--- src/logic/irc_params.svh ---
// register offsets, fields, reset values and counts of the interrupt and reset cause unit
`ifndef IRC_PARAMS_SVH
`define IRC_PARAMS_SVH
`define IRC_NSRC        17
`define IRC_A_CTRL      12'h000
`define IRC_A_ENABLE    12'h004
`define IRC_A_PRIO0     12'h008
`define IRC_A_PRIO1     12'h00c
`define IRC_A_PRIO2     12'h010
`define IRC_A_STATUS    12'h014
`define IRC_A_MASK      12'h018
`define IRC_A_PEND      12'h01c
`define IRC_CAUSE_INDEX 12'h463
`define IRC_A_CAUSE     14'h118c
`define IRC_B_GEN       0
`define IRC_B_CLOCK_OUTPUT_DISABLE      1
`define IRC_B_IM        4
`define IRC_B_WD        2
`define IRC_B_CMD       1
`define IRC_B_EXT       0
`define IRC_CAUSE_RST   8'h01
`define IRC_ST_WAKE     0
`define IRC_ST_IRST     1
`define IRC_EXT0_SRC    5'h00
`define IRC_EXT1_SRC    5'h02
`define IRC_RESP_OK     2'h0
`define IRC_RESP_ERR    2'h2
`endif

--- src/logic/irc_pkg.sv ---
// types of the interrupt and reset cause unit
package irc_pkg;
   typedef enum logic [2:0] {
      IRC_RUN  = 3'b001,
      IRC_IDLE = 3'b010,
      IRC_DOWN = 3'b100
   } irc_pwr_e;
   typedef logic [2:0] irc_prio_t;
endpackage : irc_pkg

--- src/logic/irc_unit.sv ---
// interrupt arbiter, power mode and reset cause logic with axi4-lite registers
//
// Our own choice: register access over AXI4-Lite.
`timescale 1ns/1ps
`include "irc_params.svh"
module irc_unit
   import irc_pkg::*;
#(
   parameter int NSRC = `IRC_NSRC
)(
   input  wire logic              clk_sys,
   input  wire logic              sys_rst,
   input  wire logic [NSRC-1:0]   event_req,
   input  wire logic              ext_reset_n,
   input  wire logic              watchdog_reset,
   input  wire logic              reset_instr,
   input  wire logic              idle_req,
   input  wire logic              power_down_req,
   input  wire logic              ext_access_strap,
   input  wire logic              bus_width_strap,
   output logic                   core_irq_req,
   output logic [4:0]             core_irq_src,
   output logic [3:0]             core_irq_prio,
   output logic                   core_reset,
   output logic                   osc_stop,
   output logic                   idle_mode,
   output logic                   ext_access_latch,
   output logic                   bus_width_latch,
   output logic                   reset_indication_out,
   output logic                   reset_indication_oe,
   output logic                   bus_clock_output,
   output logic                   irq,
   input  wire logic [13:0]       s_axi_awaddr,
   input  wire logic              s_axi_awvalid,
   output logic                   s_axi_awready,
   input  wire logic [31:0]       s_axi_wdata,
   input  wire logic [3:0]        s_axi_wstrb,
   input  wire logic              s_axi_wvalid,
   output logic                   s_axi_wready,
   output logic [1:0]             s_axi_bresp,
   output logic                   s_axi_bvalid,
   input  wire logic              s_axi_bready,
   input  wire logic [13:0]       s_axi_araddr,
   input  wire logic              s_axi_arvalid,
   output logic                   s_axi_arready,
   output logic [31:0]            s_axi_rdata,
   output logic [1:0]             s_axi_rresp,
   output logic                   s_axi_rvalid,
   input  wire logic              s_axi_rready
);
   // the arbiter serves exactly seventeen event sources
   if (NSRC != `IRC_NSRC)
   begin : g_bad_nsrc
      $error("irc_unit: source count must be 17");
   end

   // ----------------------------------------
   // reset pin sync and reset cause
   // ----------------------------------------
   logic [2:0] pin_sync;
   logic       pin_low;
   logic [7:0] reset_cause;
   logic       reset_event;
   logic       next_pin_low;
   logic [7:0] next_cause;
   logic       next_oe;
   logic       next_ea;
   logic       next_bw;

   // a pin change counts only once the second and third stages agree
   always_comb
   begin
      next_pin_low = (pin_sync[1] == pin_sync[2]) ? ~pin_sync[2] : pin_low;
      next_cause   = reset_cause;
      next_ea      = ext_access_latch;
      next_bw      = bus_width_latch;
      if (next_pin_low)
         next_cause = 8'h01 << `IRC_B_EXT;
      else if (watchdog_reset)
         next_cause = 8'h01 << `IRC_B_WD;
      else if (reset_instr)
         next_cause = 8'h01 << `IRC_B_CMD;
      // straps follow the pin reset only
      if (next_pin_low)
      begin
         next_ea = ext_access_strap;
         next_bw = bus_width_strap;
      end
      next_oe = next_pin_low | watchdog_reset | reset_instr;
   end

   always_ff @(posedge clk_sys)
   begin
      pin_sync <= {pin_sync[1:0], ext_reset_n};
      if (sys_rst)
      begin
         pin_low             <= 1'b0;
         reset_cause         <= `IRC_CAUSE_RST;
         reset_indication_oe <= 1'b0;
         ext_access_latch    <= 1'b0;
         bus_width_latch     <= 1'b0;
      end
      else
      begin
         pin_low             <= next_pin_low;
         reset_cause         <= next_cause;
         reset_indication_oe <= next_oe;
         ext_access_latch    <= next_ea;
         bus_width_latch     <= next_bw;
      end
   end

   // any reset clears the core ahead of every event
   assign reset_event          = pin_low | watchdog_reset | reset_instr;
   assign core_reset           = reset_indication_oe;
   assign reset_indication_out = 1'b0;

   // ----------------------------------------
   // registers and axi4-lite slave
   // ----------------------------------------
   logic            glob_en;
   logic            clock_output_disable;
   logic [3:0]      exec_mask;
   logic [NSRC-1:0] enable;
   irc_prio_t       prio [NSRC];
   logic [1:0]      status;
   logic [1:0]      mask;
   logic            aw_got, w_got;
   logic [13:0]     aw_addr;
   logic [31:0]     w_data;
   logic [3:0]      w_strb;
   logic            next_glob_en, next_clock_output_disable;
   logic [3:0]      next_exec_mask;
   logic [NSRC-1:0] next_enable;
   irc_prio_t       next_prio [NSRC];
   logic [1:0]      next_status, next_mask;
   logic            next_aw_got, next_w_got, next_bvalid, next_rvalid;
   logic [13:0]     next_aw_addr;
   logic [31:0]     next_w_data, next_rdata, wm, cur, nw;
   logic [3:0]      next_w_strb;
   logic [1:0]      next_bresp, next_rresp;
   logic            wr_go, rd_go, hit;
   logic [1:0]      ev;
   logic            pwr_wake;

   assign s_axi_awready = ~aw_got & ~s_axi_bvalid;
   assign s_axi_wready  = ~w_got & ~s_axi_bvalid;
   assign s_axi_arready = ~s_axi_rvalid;
   assign wr_go         = aw_got & w_got & ~s_axi_bvalid;
   assign rd_go         = s_axi_arvalid & s_axi_arready;
   assign ev            = {reset_event, pwr_wake};
   assign irq           = |(status & mask);

   always_comb
   begin
      next_glob_en   = glob_en;
      next_clock_output_disable      = clock_output_disable;
      next_exec_mask = exec_mask;
      next_enable    = enable;
      next_prio      = prio;
      next_status    = status;
      next_mask      = mask;
      next_aw_got    = aw_got | (s_axi_awvalid & s_axi_awready);
      next_w_got     = w_got | (s_axi_wvalid & s_axi_wready);
      next_aw_addr   = (s_axi_awvalid & s_axi_awready) ? s_axi_awaddr : aw_addr;
      next_w_data    = (s_axi_wvalid & s_axi_wready) ? s_axi_wdata : w_data;
      next_w_strb    = (s_axi_wvalid & s_axi_wready) ? s_axi_wstrb : w_strb;
      next_bvalid    = s_axi_bvalid & ~s_axi_bready;
      next_bresp     = s_axi_bresp;
      next_rvalid    = s_axi_rvalid & ~s_axi_rready;
      next_rdata     = s_axi_rdata;
      next_rresp     = s_axi_rresp;
      wm  = {{8{w_strb[3]}}, {8{w_strb[2]}}, {8{w_strb[1]}}, {8{w_strb[0]}}};
      cur = 32'h0;
      hit = 1'b1;
      unique case (aw_addr[11:0])
         `IRC_A_CTRL:   cur = {24'h0, exec_mask, 2'h0, clock_output_disable, glob_en};
         `IRC_A_ENABLE: cur = {15'h0, enable};
         `IRC_A_MASK:   cur = {30'h0, mask};
         default:       cur = 32'h0;
      endcase
      for (int i = 0; i < NSRC; i++)
         if (aw_addr[11:0] == `IRC_A_PRIO0 + 12'((i / 8) * 4))
            cur[4*(i%8)+:3] = prio[i];
      nw = (cur & ~wm) | (w_data & wm);
      if (wr_go)
      begin
         next_aw_got = 1'b0;
         next_w_got  = 1'b0;
         next_bvalid = 1'b1;
         if (aw_addr[13:12] != 2'h0)
            hit = 1'b0;
         else if (aw_addr[11:0] == `IRC_A_CTRL)
         begin
            next_glob_en   = nw[`IRC_B_GEN];
            next_clock_output_disable      = nw[`IRC_B_CLOCK_OUTPUT_DISABLE];
            next_exec_mask = nw[`IRC_B_IM+:4];
         end
         else if (aw_addr[11:0] == `IRC_A_ENABLE)
            next_enable = nw[NSRC-1:0];
         else if (aw_addr[11:0] == `IRC_A_MASK)
            next_mask = nw[1:0];
         else if (aw_addr[11:0] >= `IRC_A_PRIO0 && aw_addr[11:0] <= `IRC_A_PRIO2 && aw_addr[1:0] == 2'h0)
         begin
            for (int i = 0; i < NSRC; i++)
               if (aw_addr[11:0] == `IRC_A_PRIO0 + 12'((i / 8) * 4))
                  next_prio[i] = nw[4*(i%8)+:3];
         end
         else
            hit = 1'b0;
         next_bresp = hit ? `IRC_RESP_OK : `IRC_RESP_ERR;
      end
      if (rd_go)
      begin
         next_rvalid = 1'b1;
         next_rresp  = `IRC_RESP_OK;
         next_rdata  = 32'h0;
         if (s_axi_araddr == `IRC_A_CAUSE)
            next_rdata = {24'h0, reset_cause};
         else if (s_axi_araddr[13:12] != 2'h0)
            next_rresp = `IRC_RESP_ERR;
         else
            unique case (s_axi_araddr[11:0])
               `IRC_A_CTRL:   next_rdata = {24'h0, exec_mask, 2'h0, clock_output_disable, glob_en};
               `IRC_A_ENABLE: next_rdata = {15'h0, enable};
               `IRC_A_MASK:   next_rdata = {30'h0, mask};
               `IRC_A_STATUS:
               begin
                  next_rdata  = {30'h0, status};
                  next_status = 2'h0;
               end
               `IRC_A_PEND:
                  next_rdata = {14'h0, osc_stop, idle_mode, core_irq_prio,
                                3'h0, core_irq_req, 3'h0, core_irq_src};
               `IRC_A_PRIO0, `IRC_A_PRIO1, `IRC_A_PRIO2:
                  for (int i = 0; i < NSRC; i++)
                     if (s_axi_araddr[11:0] == `IRC_A_PRIO0 + 12'((i / 8) * 4))
                        next_rdata[4*(i%8)+:3] = prio[i];
               default: next_rresp = `IRC_RESP_ERR;
            endcase
      end
      // set wins over the clear of a status read
      next_status = next_status | ev;
      // internal resets restore control, but status and mask survive for software
      if (reset_event)
      begin
         next_glob_en   = 1'b0;
         next_clock_output_disable      = 1'b0;
         next_exec_mask = 4'h0;
         next_enable    = '0;
         for (int i = 0; i < NSRC; i++)
            next_prio[i] = 3'h0;
      end
   end

   always_ff @(posedge clk_sys)
   begin
      if (sys_rst)
      begin
         glob_en      <= 1'b0;
         clock_output_disable         <= 1'b0;
         exec_mask    <= 4'h0;
         enable       <= '0;
         for (int i = 0; i < NSRC; i++)
            prio[i] <= 3'h0;
         status       <= 2'h0;
         mask         <= 2'h0;
         aw_got       <= 1'b0;
         w_got        <= 1'b0;
         aw_addr      <= 14'h0;
         w_data       <= 32'h0;
         w_strb       <= 4'h0;
         s_axi_bvalid <= 1'b0;
         s_axi_bresp  <= 2'h0;
         s_axi_rvalid <= 1'b0;
         s_axi_rdata  <= 32'h0;
         s_axi_rresp  <= 2'h0;
      end
      else
      begin
         glob_en      <= next_glob_en;
         clock_output_disable         <= next_clock_output_disable;
         exec_mask    <= next_exec_mask;
         enable       <= next_enable;
         prio         <= next_prio;
         status       <= next_status;
         mask         <= next_mask;
         aw_got       <= next_aw_got;
         w_got        <= next_w_got;
         aw_addr      <= next_aw_addr;
         w_data       <= next_w_data;
         w_strb       <= next_w_strb;
         s_axi_bvalid <= next_bvalid;
         s_axi_bresp  <= next_bresp;
         s_axi_rvalid <= next_rvalid;
         s_axi_rdata  <= next_rdata;
         s_axi_rresp  <= next_rresp;
      end
   end

   // ----------------------------------------
   // arbitration, power modes, clock output
   // ----------------------------------------
   irc_pwr_e   pwr, next_pwr;
   logic       win_v, next_req, clk_en, next_clk_en;
   logic [4:0] win_i;
   logic [3:0] win_p, eff;

   always_comb
   begin
      win_v    = 1'b0;
      win_i    = 5'h0;
      // start at the mask so only strictly higher wins
      win_p    = exec_mask;
      pwr_wake = 1'b0;
      eff      = 4'h0;
      // counter array sources ride in the same event set
      for (int i = 0; i < NSRC; i++)
      begin
         eff = (prio[i] == 3'h0) ? 4'h0 : {1'b1, prio[i]};
         // strict compare keeps the lower ranked index on ties
         if (glob_en && enable[i] && event_req[i] && eff > win_p)
         begin
            win_v = 1'b1;
            win_i = 5'(i);
            win_p = eff;
         end
         if ((5'(i) == `IRC_EXT0_SRC || 5'(i) == `IRC_EXT1_SRC) && glob_en && enable[i]
             && event_req[i] && eff > exec_mask && pwr == IRC_DOWN)
            pwr_wake = 1'b1;
      end
      // power-down halts, idle resumes on any taken request
      next_pwr = pwr;
      unique case (pwr)
         IRC_RUN:
            if (power_down_req)
               next_pwr = IRC_DOWN;
            else if (idle_req)
               next_pwr = IRC_IDLE;
         IRC_IDLE:
            if (win_v)
               next_pwr = IRC_RUN;
         IRC_DOWN:
            if (pwr_wake)
               next_pwr = IRC_RUN;
         default: next_pwr = IRC_RUN;
      endcase
      next_req = win_v & ~reset_event & (pwr != IRC_DOWN);
      if (reset_event)
         next_pwr = IRC_RUN;
      // clock output on unless disabled or oscillator stopped
      next_clk_en = ~next_clock_output_disable & (next_pwr != IRC_DOWN);
   end

   always_ff @(posedge clk_sys)
   begin
      if (sys_rst)
      begin
         pwr           <= IRC_RUN;
         core_irq_req  <= 1'b0;
         core_irq_src  <= 5'h0;
         core_irq_prio <= 4'h0;
         clk_en        <= 1'b1;
      end
      else
      begin
         pwr           <= next_pwr;
         core_irq_req  <= next_req;
         core_irq_src  <= win_i;
         core_irq_prio <= next_req ? win_p : 4'h0;
         clk_en        <= next_clk_en;
      end
   end

   // gating on an enable registered at the rising edge, so the enable changes while the clock is high
   assign bus_clock_output = clk_sys & clk_en;
   assign osc_stop         = (pwr == IRC_DOWN);
   assign idle_mode        = (pwr == IRC_IDLE);
endmodule : irc_unit

--- config.mk ---
export PLATFORM = sky130hd
export DESIGN_NAME = irc_unit
export DESIGN_NICKNAME = d
export VERILOG_FILES = /design/src/logic/irc_pkg.sv /design/src/logic/irc_unit.sv
export VERILOG_INCLUDE_DIRS = /design/src /design/src/logic
export SDC_FILE = /design/constraint.sdc
export NUM_CORES = 1
export LEC_CHECK = 0
export ABC_AREA = 1
export ABC_CLOCK_PERIOD_IN_PS = 40700
export BUFFER_PORTS_ARGS = -buffer_cell sky130_fd_sc_hd__buf_2
export CAP_MARGIN = 20
export CORE_AREA = 2 2 188 190
export DETAILED_ROUTE_END_ITERATION = 16
export DIE_AREA = 0 0 190 192
export PLACE_DENSITY_LB_ADDON = 0.1
export SLEW_MARGIN = 30
export SYNTH_ARGS = -nofsm -noshare
export SYNTH_HDL_FRONTEND = slang
export SYNTH_SLANG_ARGS = --single-unit
--- constraint.sdc ---
create_clock -name clk_sys -period 40.7 [get_ports clk_sys]
set_clock_uncertainty 0.2 [all_clocks]
set_input_delay 2.035 -clock clk_sys [delete_from_list [all_inputs] [get_ports clk_sys]]
set_output_delay 2.035 -clock clk_sys [all_outputs]
set_load 0.02 [all_outputs]
==> results by group, run 1 <==
Timing
  – TNS Setup: 0 ns
  – RSZ-0062 raised after global routing: false
  – Fin. max-slew vios: 0
  – Worst Max-Slew Pin Slew: a little over 1 ns
  – Slew HR: a little under a third
  – Worst Slack Setup Final: 17.62 ns
  – Final hold viol count: 0
  – Final setup fails: 0

Place
  – Final GP Congestion: 0.9138
  – Place WS: 17.91 ns
  – Final HPWL from detailed placement: 33,350 µm
  – IO buf count: 143

Finish
  – Multi-input logic area: 6887 µm²
  – Reg area: about 3600 µm²
  – Layout cells sized above 1: 17.40%
  – Fillers: 3,704
  – ANT cells: 0
  – Synth-to-Final Area Change: 14.01%
  – Fin nets: 2,025

Power
  – Clock group share of total power: 46.1%
  – Pleak: 6.135 nW
  – Sequential share of power: around 45%
  – Combinational fraction of design power: 8.8%
  – Pwr dens: 30.66 nW/µm²
  – Psw: about 0.12 mW
  – Maximum vdd drop: around 0.029 mV
  – P_int: 0.2987 mW
  – Switch share: 28.14%

Routing
  – Residual DRC: 0
  – Iteration-0 DRC Markers: 899
  – Routed WL per cell: around 19 µm
  – Via Count: 12,240
  – Vias/cell: approximately 5.2
  – Total Wirelength: 44,060 µm
  – Antenna viol nets, final: 0
  – Length of the first detailed-routing pass in iterations: 6

Yosys
  – Synth Register Bits: 182
  – Top cell type by total area after synthesis: dfxtp_1
  – Ys Warns: 0
  – Synth top area cells: dfxtp_1 (31%), nand2_1 (8.6%), inv_1 (7.8%), o21ai_0 (7.7%), nand3_1 (7.6%)
  – Asr flop ratio synth: 0%
  – Top cell type's share of synthesized area: 30.64%
  – Syn Area/Cell: 6.681 µm²
  – Synth Flop Type: dfxtp_1
  – Synth Instances: 1,780
  – Netlist cell types: 47
  – Cell area after synthesis: 11,890 µm²
  – Top cells by count, synth: nand2_1 (272), inv_1 (247), dfxtp_1 (182), o21ai_0 (182), nand3_1 (181)
  – Top-count cell post-synth: nand2_1
  – EDFF count, synth: 0
  – Register area share after synthesis: 30.64%

Global route
  – Largest net degree at the start of global routing: 58
  – GR Overflow Total: 0
  – First-pass GRT wire length: approximately 66,000 µm
  – Initial antenna violation count: 0
  – Vias in the first global route: 11,460
  – Global-route usage over all layers: approximately a quarter

Floorplanning
  – Die height: 192 µm
  – Ports: 155
  – Die footprint: 36,480 µm²
  – Num rows: roughly 70
  – Die X-Extent: 190 µm
  – Initial Util: around a third
  – Core Area: 34,290 µm²

Clocking
  – Clk slew on worst S/H paths: approximately 0.070 ns
  – Clock latency on the worst-skew pair: 0.56 ns
  – Post CTS Setup Buffer Count: 0
  – CTS tree: built
  – Post-cts repair resize count: 0
  – Hold_buf cts: 0

Flow run
  – Max cap viols: 0

Hold path
  – Hold Crit Class: reg2reg
  – Hold Path Depth: 0

Worst setup path
  – CP Class: clk2out
  – Crit start category: clock port
  – Arrival time at the worst endpoint: between 20 and 25 ns
  – CP Capture Type: primary output
  – Critical Path RT: 38.46 ns
  – Max FO, Critical Path: 2
  – Worst Reg-to-Reg Cells: 127

Outcome
  – Status: completed
through the flow:
| stage | power, mW | util, % | cell area, µm² | cells | hold WS, ns |
|---|---|---|---|---|---|
| after global routing | 0.4319 | 39.55 | 13560 | 2352 | 0.1495 |
| final | 0.4157 | 39.55 | 13560 | 2352 | 0.1391 |
| after detailed placement | 0.2314 | 37.61 | 12890 | 2318 | 0.1221 |
| after CTS | 0.4202 | 39.55 | 13560 | 2352 | 0.1412 |
| after global placement | 0.2309 | 37.60 | 12890 | 2318 | 0.1191 |
| after floorplan | 0.2160 | - | 11920 | 1786 | 0.1096 |
state kept, by name, indices dropped and copies added, names as in the netlist, 2 cells and up:
signal	cells
prio	51
s_axi_rdata	28
w_data	28
enable	17
aw_addr	14
core_irq_src	5
core_irq_prio	4
exec_mask	4
w_strb	4
pin_sync	3
pwr	3
reset_cause	3
mask	2
status	2
critical path, stage by stage:
cell       delay, ns
clkbuf_16       0.12
clkbuf_16       0.13
nand2_1         0.07
inv_1           0.04
buf_2           0.15
worst paths after layout:
kind / start / end / slack [ns]
worst max register to register: prio[49] / pwr[1] / 20.50
worst min-delay path: pin_sync[0] / pin_sync[1] / 0.14
worst max-delay path: clk_sys / bus_clock_output / 17.62
worst min register to register: pin_sync[0] / pin_sync[1] / 0.14
cell families (layout without fill, tap and decap cells):
kind of cell / after synthesis / in the layout / synth area share, %
and+or+nand+nor: 776 / 776 / 32.07
AOI/OAI and AO/OA: 436 / 436 / 20.76
buffers and inverters: 340 / 451 / 11.77
DFF: 182 / 182 / 30.64
adders and majority gates: 45 / 45 / 4.734
other: 1 / 7 / 0.03153
metal layers:
metal / track usage, % / share of wire, %
met4: 8.795 / 2.9
met5: 0 / 0
met1: 31.34 / 45
met2: 40.51 / 47
met3: 3.307 / 5.2
layout by cell type, fill, tap and decap left out, drive strengths merged, types with 2 or more instances in the layout:
cell / n
a41oi: 2
nand3: 201
o21bai: 19
clkbuf: 22
o2111ai: 4
a221oi: 4
conb: 7
nor2: 188
a21oi: 146
a31oi: 5
ha: 45
o221ai: 24
nand4: 14
nor4: 5
a22o: 3
o21a: 3
inv: 268
bufinv: 2
dfxtp: 182
nor3: 23
o211ai: 7
o22ai: 29
a211oi: 3
clkinv: 6
o21ai: 184
nand2: 343
buf: 152
power by group through the flow:
stage / combinational [mW] / clock (mW) / sequential, mW
global placement: 0.0364 / 0.00296 / 0.192
detailed placement: 0.0368 / 0.00296 / 0.192
global route: 0.0411 / 0.203 / 0.188
CTS: 0.0368 / 0.196 / 0.188
finish: 0.0366 / 0.192 / 0.187
floorplan: 0.0225 / 0.00214 / 0.191
final cells by class:
type / count / area share [%]
clock buffer: 23 / 3.931
clock inverter: 13 / 1.033
inverter: 264 / 7.437
multi-input combinational: 1264 / 50.79
sequential: 182 / 26.87
tap: 455 / 4.199
timing repair buffer: 151 / 5.740
Power figures use the tool's default switching activity.
==> run 2: changes to the inputs <==
- ABC_AREA: 1 -> 0
- ABC_CLOCK_PERIOD_IN_PS: 40700 -> 18900
- CORE_AREA: 2 2 188 190 -> 2 2 190 192
- DIE_AREA: 0 0 190 192 -> 0 0 192 194
- clock period: 40.7 -> 18.9 ns (I/O delays scaled with it)
==> results by group, run 2 <==
Finish
  – Largest registers: prio (51), s_axi_rdata (28), w_data (28) (unchanged)
  – Multi-input logic area: 8655 µm² (was 6887 µm²)
  – Commonest non-fill, non-tap cell in the layout: buf_4 (was nand2_1)
  – Synth-to-Final Area Change: 40.92% (was 14.01%)
  – Fin nets: 2,171 (was 2,025)
  – Reg area: 3646 µm² (was 3643 µm²)
  – Layout cells sized above 1: 36.15% (was 17.40%)
  – Final core utilization: 48.75% (was 39.55%)
  – Max reg flops: 51 (unchanged)
  – Fillers: 3,493 (was 3,704)
  – Top reg by flops: prio (unchanged)
  – Commonest non-fill, non-tap cells in the layout: buf_4 (340), nand2_1 (248), dfxtp_1 (180) (was nand2_1 (272), inv_1 (247), o21ai_0 (182), dfxtp_1 (182), nand3_1 (181))

Power
  – Maximum vdd drop: 0.05414 mV (was 0.02889 mV)
  – P_int: 0.6218 mW (was 0.2987 mW)
  – Clock group share of total power: 45.8% (was 46.1%)
  – Pleak: 7.033 nW (was 6.135 nW)
  – Sequential share of power: 47.1% (was 45.1%)
  – Combinational fraction of design power: 7.1% (was 8.8%)
  – Switch share: 27.24% (was 28.14%)
  – Psw: 0.2328 mW (was 0.1170 mW)
  – Pwr dens: 49.78 nW/µm² (was 30.66 nW/µm²)

Timing
  – Period utilisation layout: 129.5%
  – RSZ-0062 raised after global routing: true (was false)
  – Worst hold margin: 0.1343 ns (was 0.1391 ns)
  – TNS Setup: -64.09 ns (was 0 ns)
  – Fin. max-slew vios: 0 (unchanged)
  – Final hold viol count: 0 (unchanged)
  – Final min period: around 24 ns
  – Worst Max-Slew Pin Slew: 0.9976 ns (was 1.035 ns)
  – FMAX: approximately 0.041 GHz
  – Slew HR: 33.25% (was 30.93%)
  – Worst Slack Setup Final: -5.570 ns (was 17.62 ns)
  – Final setup fails: 12 (was 0)

Clocking
  – CTS tree: built (unchanged)
  – Clock latency on the worst-skew pair: 0.54 ns (was 0.56 ns)
  – Clk slew on worst S/H paths: 0.08 ns (was 0.07 ns)

Global route
  – Busiest grt layer: met2 (unchanged)
  – GR met3 Demand/Resource: 3.294% (was 3.307%)
  – Vias in the first global route: 13,310 (was 11,460)
  – First-pass GRT wire length: 73,020 µm (was 66,150 µm)
  – Grt met2 use: 41.48% (was 40.51%)
  – Largest net degree at the start of global routing: 79 (was 58)
  – Initial antenna violation count: 1 (was 0)
  – GR Overflow Total: 0 (unchanged)
  – Met1 Use GR: 32.89% (was 31.34%)
  – Global-route usage over all layers: 25.02% (was 24.06%)

Floorplanning
  – Num rows: 69 (was 68)
  – Die height: 194 µm (was 192 µm)
  – Die X-Extent: 192 µm (was 190 µm)
  – Die footprint: 37,250 µm² (was 36,480 µm²)
  – Ports: 155 (unchanged)
  – Initial Util: 34.59% (was 34.68%)
  – Core Area: 35,220 µm² (was 34,290 µm²)

Yosys
  – Synth Register Bits: 182 (unchanged)
  – Top cells by count, synth: nand2_1 (260), a21oi_1 (183), dfxtp_1 (182) (was nand2_1 (272), inv_1 (247), dfxtp_1 (182), o21ai_0 (182), nand3_1 (181))
  – Synth top area cells: dfxtp_1 (30%), nand2_1 (8.0%), a21oi_1 (7.5%), nor2_1 (4.9%), ha_1 (4.6%) (was dfxtp_1 (31%), nand2_1 (8.6%), inv_1 (7.8%), o21ai_0 (7.7%), nand3_1 (7.6%))
  – Netlist cell types: 111 (was 47)
  – Top cell type's share of synthesized area: 29.90% (was 30.64%)
  – Top-count cell post-synth: nand2_1 (unchanged)
  – Cell area after synthesis: 12,180 µm² (was 11,890 µm²)
  – EDFF count, synth: 0 (unchanged)
  – Ys Warns: 0 (unchanged)
  – Top cell type by total area after synthesis: dfxtp_1 (unchanged)
  – Asr flop ratio synth: 0% (unchanged)
  – Synth Instances: 1,623 (was 1,780)
  – Synth Flop Type: dfxtp_1 (unchanged)
  – Register area share after synthesis: 29.90% (was 30.64%)
  – Syn Area/Cell: 7.507 µm² (was 6.681 µm²)

Place
  – Final GP Congestion: 0.8906 (was 0.9138)
  – Final HPWL from detailed placement: 35,640 µm (was 33,350 µm)
  – IO buf count: 143 (unchanged)

Worst setup path
  – Top delay family on crit path: compound AO/OA/AOI/OAI gates (was buffers and inverters)
  – CP Class: reg2reg (was clk2out)
  – Critical Path RT: 19.13 ns (was 38.46 ns)
  – Worst path bufs/invs: 23 (was 4)
  – Arrival time at the worst endpoint: 24.70 ns (was 20.85 ns)
  – Slowest CP cell: or4_4 (was buf_2)
  – CP Capture Type: flip-flop (was primary output)
  – Most used cell, CP: buf_4 (was clkbuf_16)
  – Peak per-stage delay on the critical path: 0.57 ns (was 0.15 ns)
  – Crit start category: flip-flop (was clock port)
  – Flop-to-flop setup slack: -5.57 ns (was 20.50 ns)
  – Max FO, Critical Path: 6 (was 2)

Outcome
  – Status: complete, but fails checks (was completed)
  – Violated checks: negative setup slack

Flow run
  – Max cap viols: 0 (unchanged)

Routing
  – Vias/cell: 5.420 (was 5.202)
  – Length of the first detailed-routing pass in iterations: 5 (was 6)
  – Total Wirelength: 47,690 µm (was 44,060 µm)
  – Via Count: 13,580 (was 12,240)
  – Residual DRC: 0 (unchanged)
  – Routed WL per cell: 19.03 µm (was 18.73 µm)
  – Antenna viol nets, final: 0 (unchanged)
  – Iteration-0 DRC Markers: 970 (was 899)

Hold path
  – Hold Crit Class: reg2reg (unchanged)
==> run 2: cell types whose count changed after synthesis, moves of 25 or more <==
| cell | previous run | this run |
|---|---|---|
| o21ai_0 | 182 | 50 |
| nand2_2 | 47 | 0 |
| a21oi_1 | 142 | 183 |
| nand3_1 | 181 | 45 |
| inv_1 | 247 | 71 |
| a22oi_1 | 0 | 55 |
| a211oi_1 | 3 | 36 |
| and3_1 | 0 | 27 |
| clkbuf_1 | 50 | 75 |
| o22ai_1 | 29 | 3 |
==> run 2: kinds of logic (layout without fill, tap and decap cells) <==
| family | count (synthesis) | in the layout | synth area share, % |
|---|---|---|---|
| buffers and inverters | 183 | 598 | 6.993 |
| other | 1 | 8 | 0.03078 |
| multiplexers | 50 | 50 | 4.713 |
| XOR/XNOR | 21 | 21 | 1.510 |
| AND/OR/NAND/NOR | 644 | 644 | 24.16 |
| AO/OA/AOI/OAI | 491 | 491 | 27.55 |
| adder cells (fa/ha/maj) | 51 | 51 | 5.135 |
| flip-flops | 182 | 182 | 29.90 |
==> run 2: final timing paths <==
check              startpoint               end  depth (start not counted)
setup / recovery     prio[50]  core_irq_prio[0]                        132
hold / removal    pin_sync[0]       pin_sync[1]                          0
setup reg to reg     prio[50]  core_irq_prio[0]                        132
hold reg to reg   pin_sync[0]       pin_sync[1]                          0
==> run 2: what timing repair did <==
action / in CTS / in global routing
setup endpoints to repair: 12 / 12
setup buffers: 82 / 37
gates cloned: 0 / 0
hold endpoints to repair: 0 / 0
resized for setup: 67 / 61
hold buffers: 0 / 0
pin swaps: 96 / 86
==> run 2: power groups by stage <==
stage / combinational (mW) / sequential, mW / clock (mW)
final: 0.0611 / 0.402 / 0.391
after global routing: 0.0682 / 0.404 / 0.413
after CTS: 0.0609 / 0.402 / 0.397
after detailed placement: 0.0605 / 0.411 / 0.00616
after global placement: 0.0601 / 0.411 / 0.00616
after floorplan: 0.0389 / 0.408 / 0.00443
==> run 2: final cells by class <==
type,count,share of cell area (%)
multi-input combinational,1264,50.40
sequential,182,21.23
timing repair buffer,491,19.65
tap,461,3.359
clock buffer,23,3.046
inverter,71,1.567
clock inverter,13,0.7287
antenna,1,0.01457
==> run 2: through the flow <==
step / instance area [µm²] / total power [mW] / setup WS, ns / cells
6_report: 17170 / 0.8547 / -5.570 / 2506
3_3_place_gp: 14990 / 0.4769 / -5.227 / 2352
4_1_cts: 16600 / 0.8603 / -5.216 / 2469
3_5_place_dp: 14990 / 0.4777 / -5.821 / 2352
2_1_floorplan: 12560 / 0.4515 / -5.287 / 1629
5_1_grt: 17170 / 0.8843 / -6.617 / 2505
==> run 2: routing by layer <==
layer | share of wire, % | up-vias
met2 | 47 | 456
met1 | 44 | 6389
li1 | - | 6659
met3 | 5.8 | 79
met4 | 3.4 | 0
met5 | 0 | -
==> run 2: worst register-to-register path: cells and delay by family (launching register included) <==
kind                       cells  cell delay, ns
AOI/OAI and AO/OA             49            9.41
and+or+nand+nor               33            5.17
adders and majority gates     18            4.17
muxes                          9            2.54
buffers and inverters         23            2.51
DFF                            1            0.33
==> run 3: changes to the inputs <==
- CORE_AREA: 2 2 190 192 -> 2 2 181 201
- DIE_AREA: 0 0 192 194 -> 0 0 183 203
- HOLD_SLACK_MARGIN: not set -> 0.02
==> results by group, run 3 (synthesized netlist as in run 2, its figures left out) <==
Routing
  – Routed WL per cell: 19.38 µm (was 19.03 µm)
  – Total Wirelength: 47,680 µm (was 47,690 µm)
  – Iteration-0 DRC Markers: 1,109 (was 970)
  – Via Count: 13,630 (was 13,580)
  – Vias/cell: 5.539 (was 5.420)
  – Antenna viol nets, final: 0 (unchanged)
  – Length of the first detailed-routing pass in iterations: 6 (was 5)
  – Residual DRC: 0 (unchanged)

Finish
  – Multi-input logic area: 8651 µm² (was 8655 µm²)
  – Commonest non-fill, non-tap cells in the layout: buf_4 (315), nand2_1 (247), dfxtp_1 (181) (was buf_4 (340), nand2_1 (248), dfxtp_1 (180))
  – Reg area: 3645 µm² (was 3646 µm²)
  – Layout cells sized above 1: 35.53% (was 36.15%)
  – Max reg flops: 51 (unchanged)
  – Fillers: 3,455 (was 3,493)
  – Fin nets: 2,142 (was 2,171)
  – Post-route cell area: 16,920 µm² (was 17,170 µm²)
  – Commonest non-fill, non-tap cell in the layout: buf_4 (unchanged)
  – Top reg by flops: prio (unchanged)
  – Non-filler cells, final: 2,460 (was 2,506)
  – Synth-to-Final Area Change: 38.87% (was 40.92%)
  – Largest registers: prio (51), s_axi_rdata (28), w_data (28) (unchanged)

Worst setup path
  – Reg-to-Reg Start: prio[48] (was prio[50])
  – CP Class: reg2reg (unchanged)
  – Peak per-stage delay on the critical path: 0.57 ns (about the same)
  – Max FO, Critical Path: 6 (unchanged)
  – Capture point of the critical path: core_irq_prio[0] (unchanged)
  – Most used cell, CP: ha_4 (was buf_4)
  – Slowest CP cell: or4_4 (unchanged)
  – Arrival time at the worst endpoint: 24.51 ns (was 24.70 ns)
  – Top delay family on crit path: compound AO/OA/AOI/OAI gates (unchanged)
  – RR Endpoint: core_irq_prio[0] (unchanged)
  – Worst path bufs/invs: 6 (was 23)
  – Critical Path RT: 19.15 ns (was 19.13 ns)
  – Setup crit start: prio[48] (was prio[50])
  – CP Capture Type: flip-flop (unchanged)
  – Crit start category: flip-flop (unchanged)
  – Levels on crit path: 128 (was 132)
  – Worst Reg-to-Reg Cells: 128 (was 132)
  – Flop-to-flop setup slack: -5.37 ns (was -5.57 ns)

Timing
  – Slew HR: 35.42% (was 33.25%)
  – Period utilisation layout: 128.4% (was 129.5%)
  – Worst hold margin: 0.1305 ns (was 0.1343 ns)
  – Worst Slack Setup Final: -5.367 ns (was -5.570 ns)
  – RSZ-0062 raised after global routing: true (unchanged)
  – TNS Setup: -60.81 ns (was -64.09 ns)
  – Final setup fails: 12 (unchanged)
  – Worst Max-Slew Pin Slew: 0.9667 ns (was 0.9976 ns)
  – FMAX: 0.04121 GHz (was 0.04087 GHz)
  – Fin. max-slew vios: 0 (unchanged)
  – Final min period: 24.27 ns (was 24.47 ns)
  – Final hold viol count: 0 (unchanged)

Place
  – Placed inst area: 14,980 µm² (was 14,990 µm²)
  – Dpl cells: 2,336 (was 2,352)
  – Place WS: -5.821 ns (about the same)
  – Final GP Congestion: 0.8982 (was 0.8906)
  – IO buf count: 143 (unchanged)
  – Final HPWL from detailed placement: 35,940 µm (was 35,640 µm)

Clocking
  – Clock latency on the worst-skew pair: 0.55 ns (was 0.54 ns)
  – Hold_buf cts: 0 (unchanged)
  – CTS tree: built (unchanged)
  – Clk slew on worst S/H paths: 0.07 ns (was 0.08 ns)

Global route
  – Largest net degree at the start of global routing: 91 (was 79)
  – First-pass GRT wire length: 73,150 µm (was 73,020 µm)
  – Global-route usage over all layers: 25.22% (was 25.02%)
  – Initial antenna violation count: 1 (unchanged)
  – GR Overflow Total: 0 (unchanged)
  – Vias in the first global route: 13,390 (was 13,310)

Floorplanning
  – Ports: 155 (unchanged)
  – Die footprint: 37,150 µm² (was 37,250 µm²)
  – Core Area: 34,950 µm² (was 35,220 µm²)
  – Die height: 203 µm (was 194 µm)
  – Initial Util: 34.86% (was 34.59%)
  – Die X-Extent: 183 µm (was 192 µm)
  – Num rows: 72 (was 69)

Outcome
  – Violated checks: negative setup slack (unchanged)
  – Status: complete, but fails checks (unchanged)

Power
  – Maximum vdd drop: 0.07537 mV (was 0.05414 mV)
  – Pwr dens: 50.75 nW/µm² (was 49.78 nW/µm²)
  – Pleak: 6.906 nW (was 7.033 nW)

Flow run
  – Max cap viols: 0 (unchanged)

Hold path
  – Hold Crit Class: reg2reg (unchanged)
run 3: cell types whose count changed in the layout (fill, tap and decap cells not counted), sizes merged:
cell / previous run / this run
bufinv: 0 / 2
clkinv: 1 / 6
buf: 492 / 463
clkinvlp: 1 / 2
inv: 82 / 72
clkbuf: 22 / 24
run 3: worst register-to-register path: cells and delay by family, from the launching register on:
family,cells,cell delay [ns]
AO/OA/AOI/OAI,57,9.98
AND/OR/NAND/NOR,37,6.28
adder cells (fa/ha/maj),20,4.61
multiplexers,8,2.33
buffers and inverters,6,0.44
flip-flops,1,0.32
run 3: worst min-delay path by stage:
| stage | slack [ns] | end | from | cells after the start |
|---|---|---|---|---|
| after floorplan | 0.11 | pin_sync[1] | pin_sync[0] | 0 |
| after global placement | 0.11 | pin_sync[1] | pin_sync[0] | 0 |
| after detailed placement | 0.12 | pin_sync[1] | pin_sync[0] | 0 |
| after CTS | 0.13 | pin_sync[1] | pin_sync[0] | 0 |
| after global routing | 0.15 | pin_sync[1] | pin_sync[0] | 0 |
| final | 0.13 | pin_sync[1] | pin_sync[0] | 0 |
run 3: layout make-up:
| class | instances | share of cell area [%] |
|---|---|---|
| Antenna cell | 1 | 0.01479 |
| Clock buffer | 25 | 3.135 |
| Clock inverter | 11 | 0.7395 |
| Inverter | 71 | 1.575 |
| Multi-Input combinational cell | 1264 | 51.13 |
| Sequential cell | 182 | 21.54 |
| Tap cell | 444 | 3.283 |
| Timing Repair Buffer | 462 | 18.58 |
run 3: timing repair:
item	CTS	global route
setup endpoints to repair	12	12
pin swaps	94	62
buffers inserted	63	25
gates resized for setup	65	62
run 3: power breakdown:
| part | total (mW) | switching, mW | leakage [nW] | internal (mW) |
|---|---|---|---|---|
| clock network | 0.395 | 0.167 | 0.321 | 0.228 |
| logic | 0.0618 | 0.0414 | 5.11 | 0.0203 |
| registers | 0.402 | 0.00909 | 1.48 | 0.393 |
| total | 0.859 | 0.217 | 6.91 | 0.642 |
run 3: metrics by stage:
step,util (%),total power [mW]
2_1_floorplan,-,0.4515
3_3_place_gp,42.85,0.4771
3_5_place_dp,42.87,0.4778
4_1_cts,46.98,0.8647
5_1_grt,48.40,0.8862
6_report,48.41,0.8587
run 3: per-layer routing:
layer  share of wire [%]  GRT usage, %  routed length [µm]
met1                  42         30.94               20060
met2                  50         44.78               23690
met3                 4.6         3.067                2187
met4                 3.6         9.857                1729
met5               0.027             0                  13
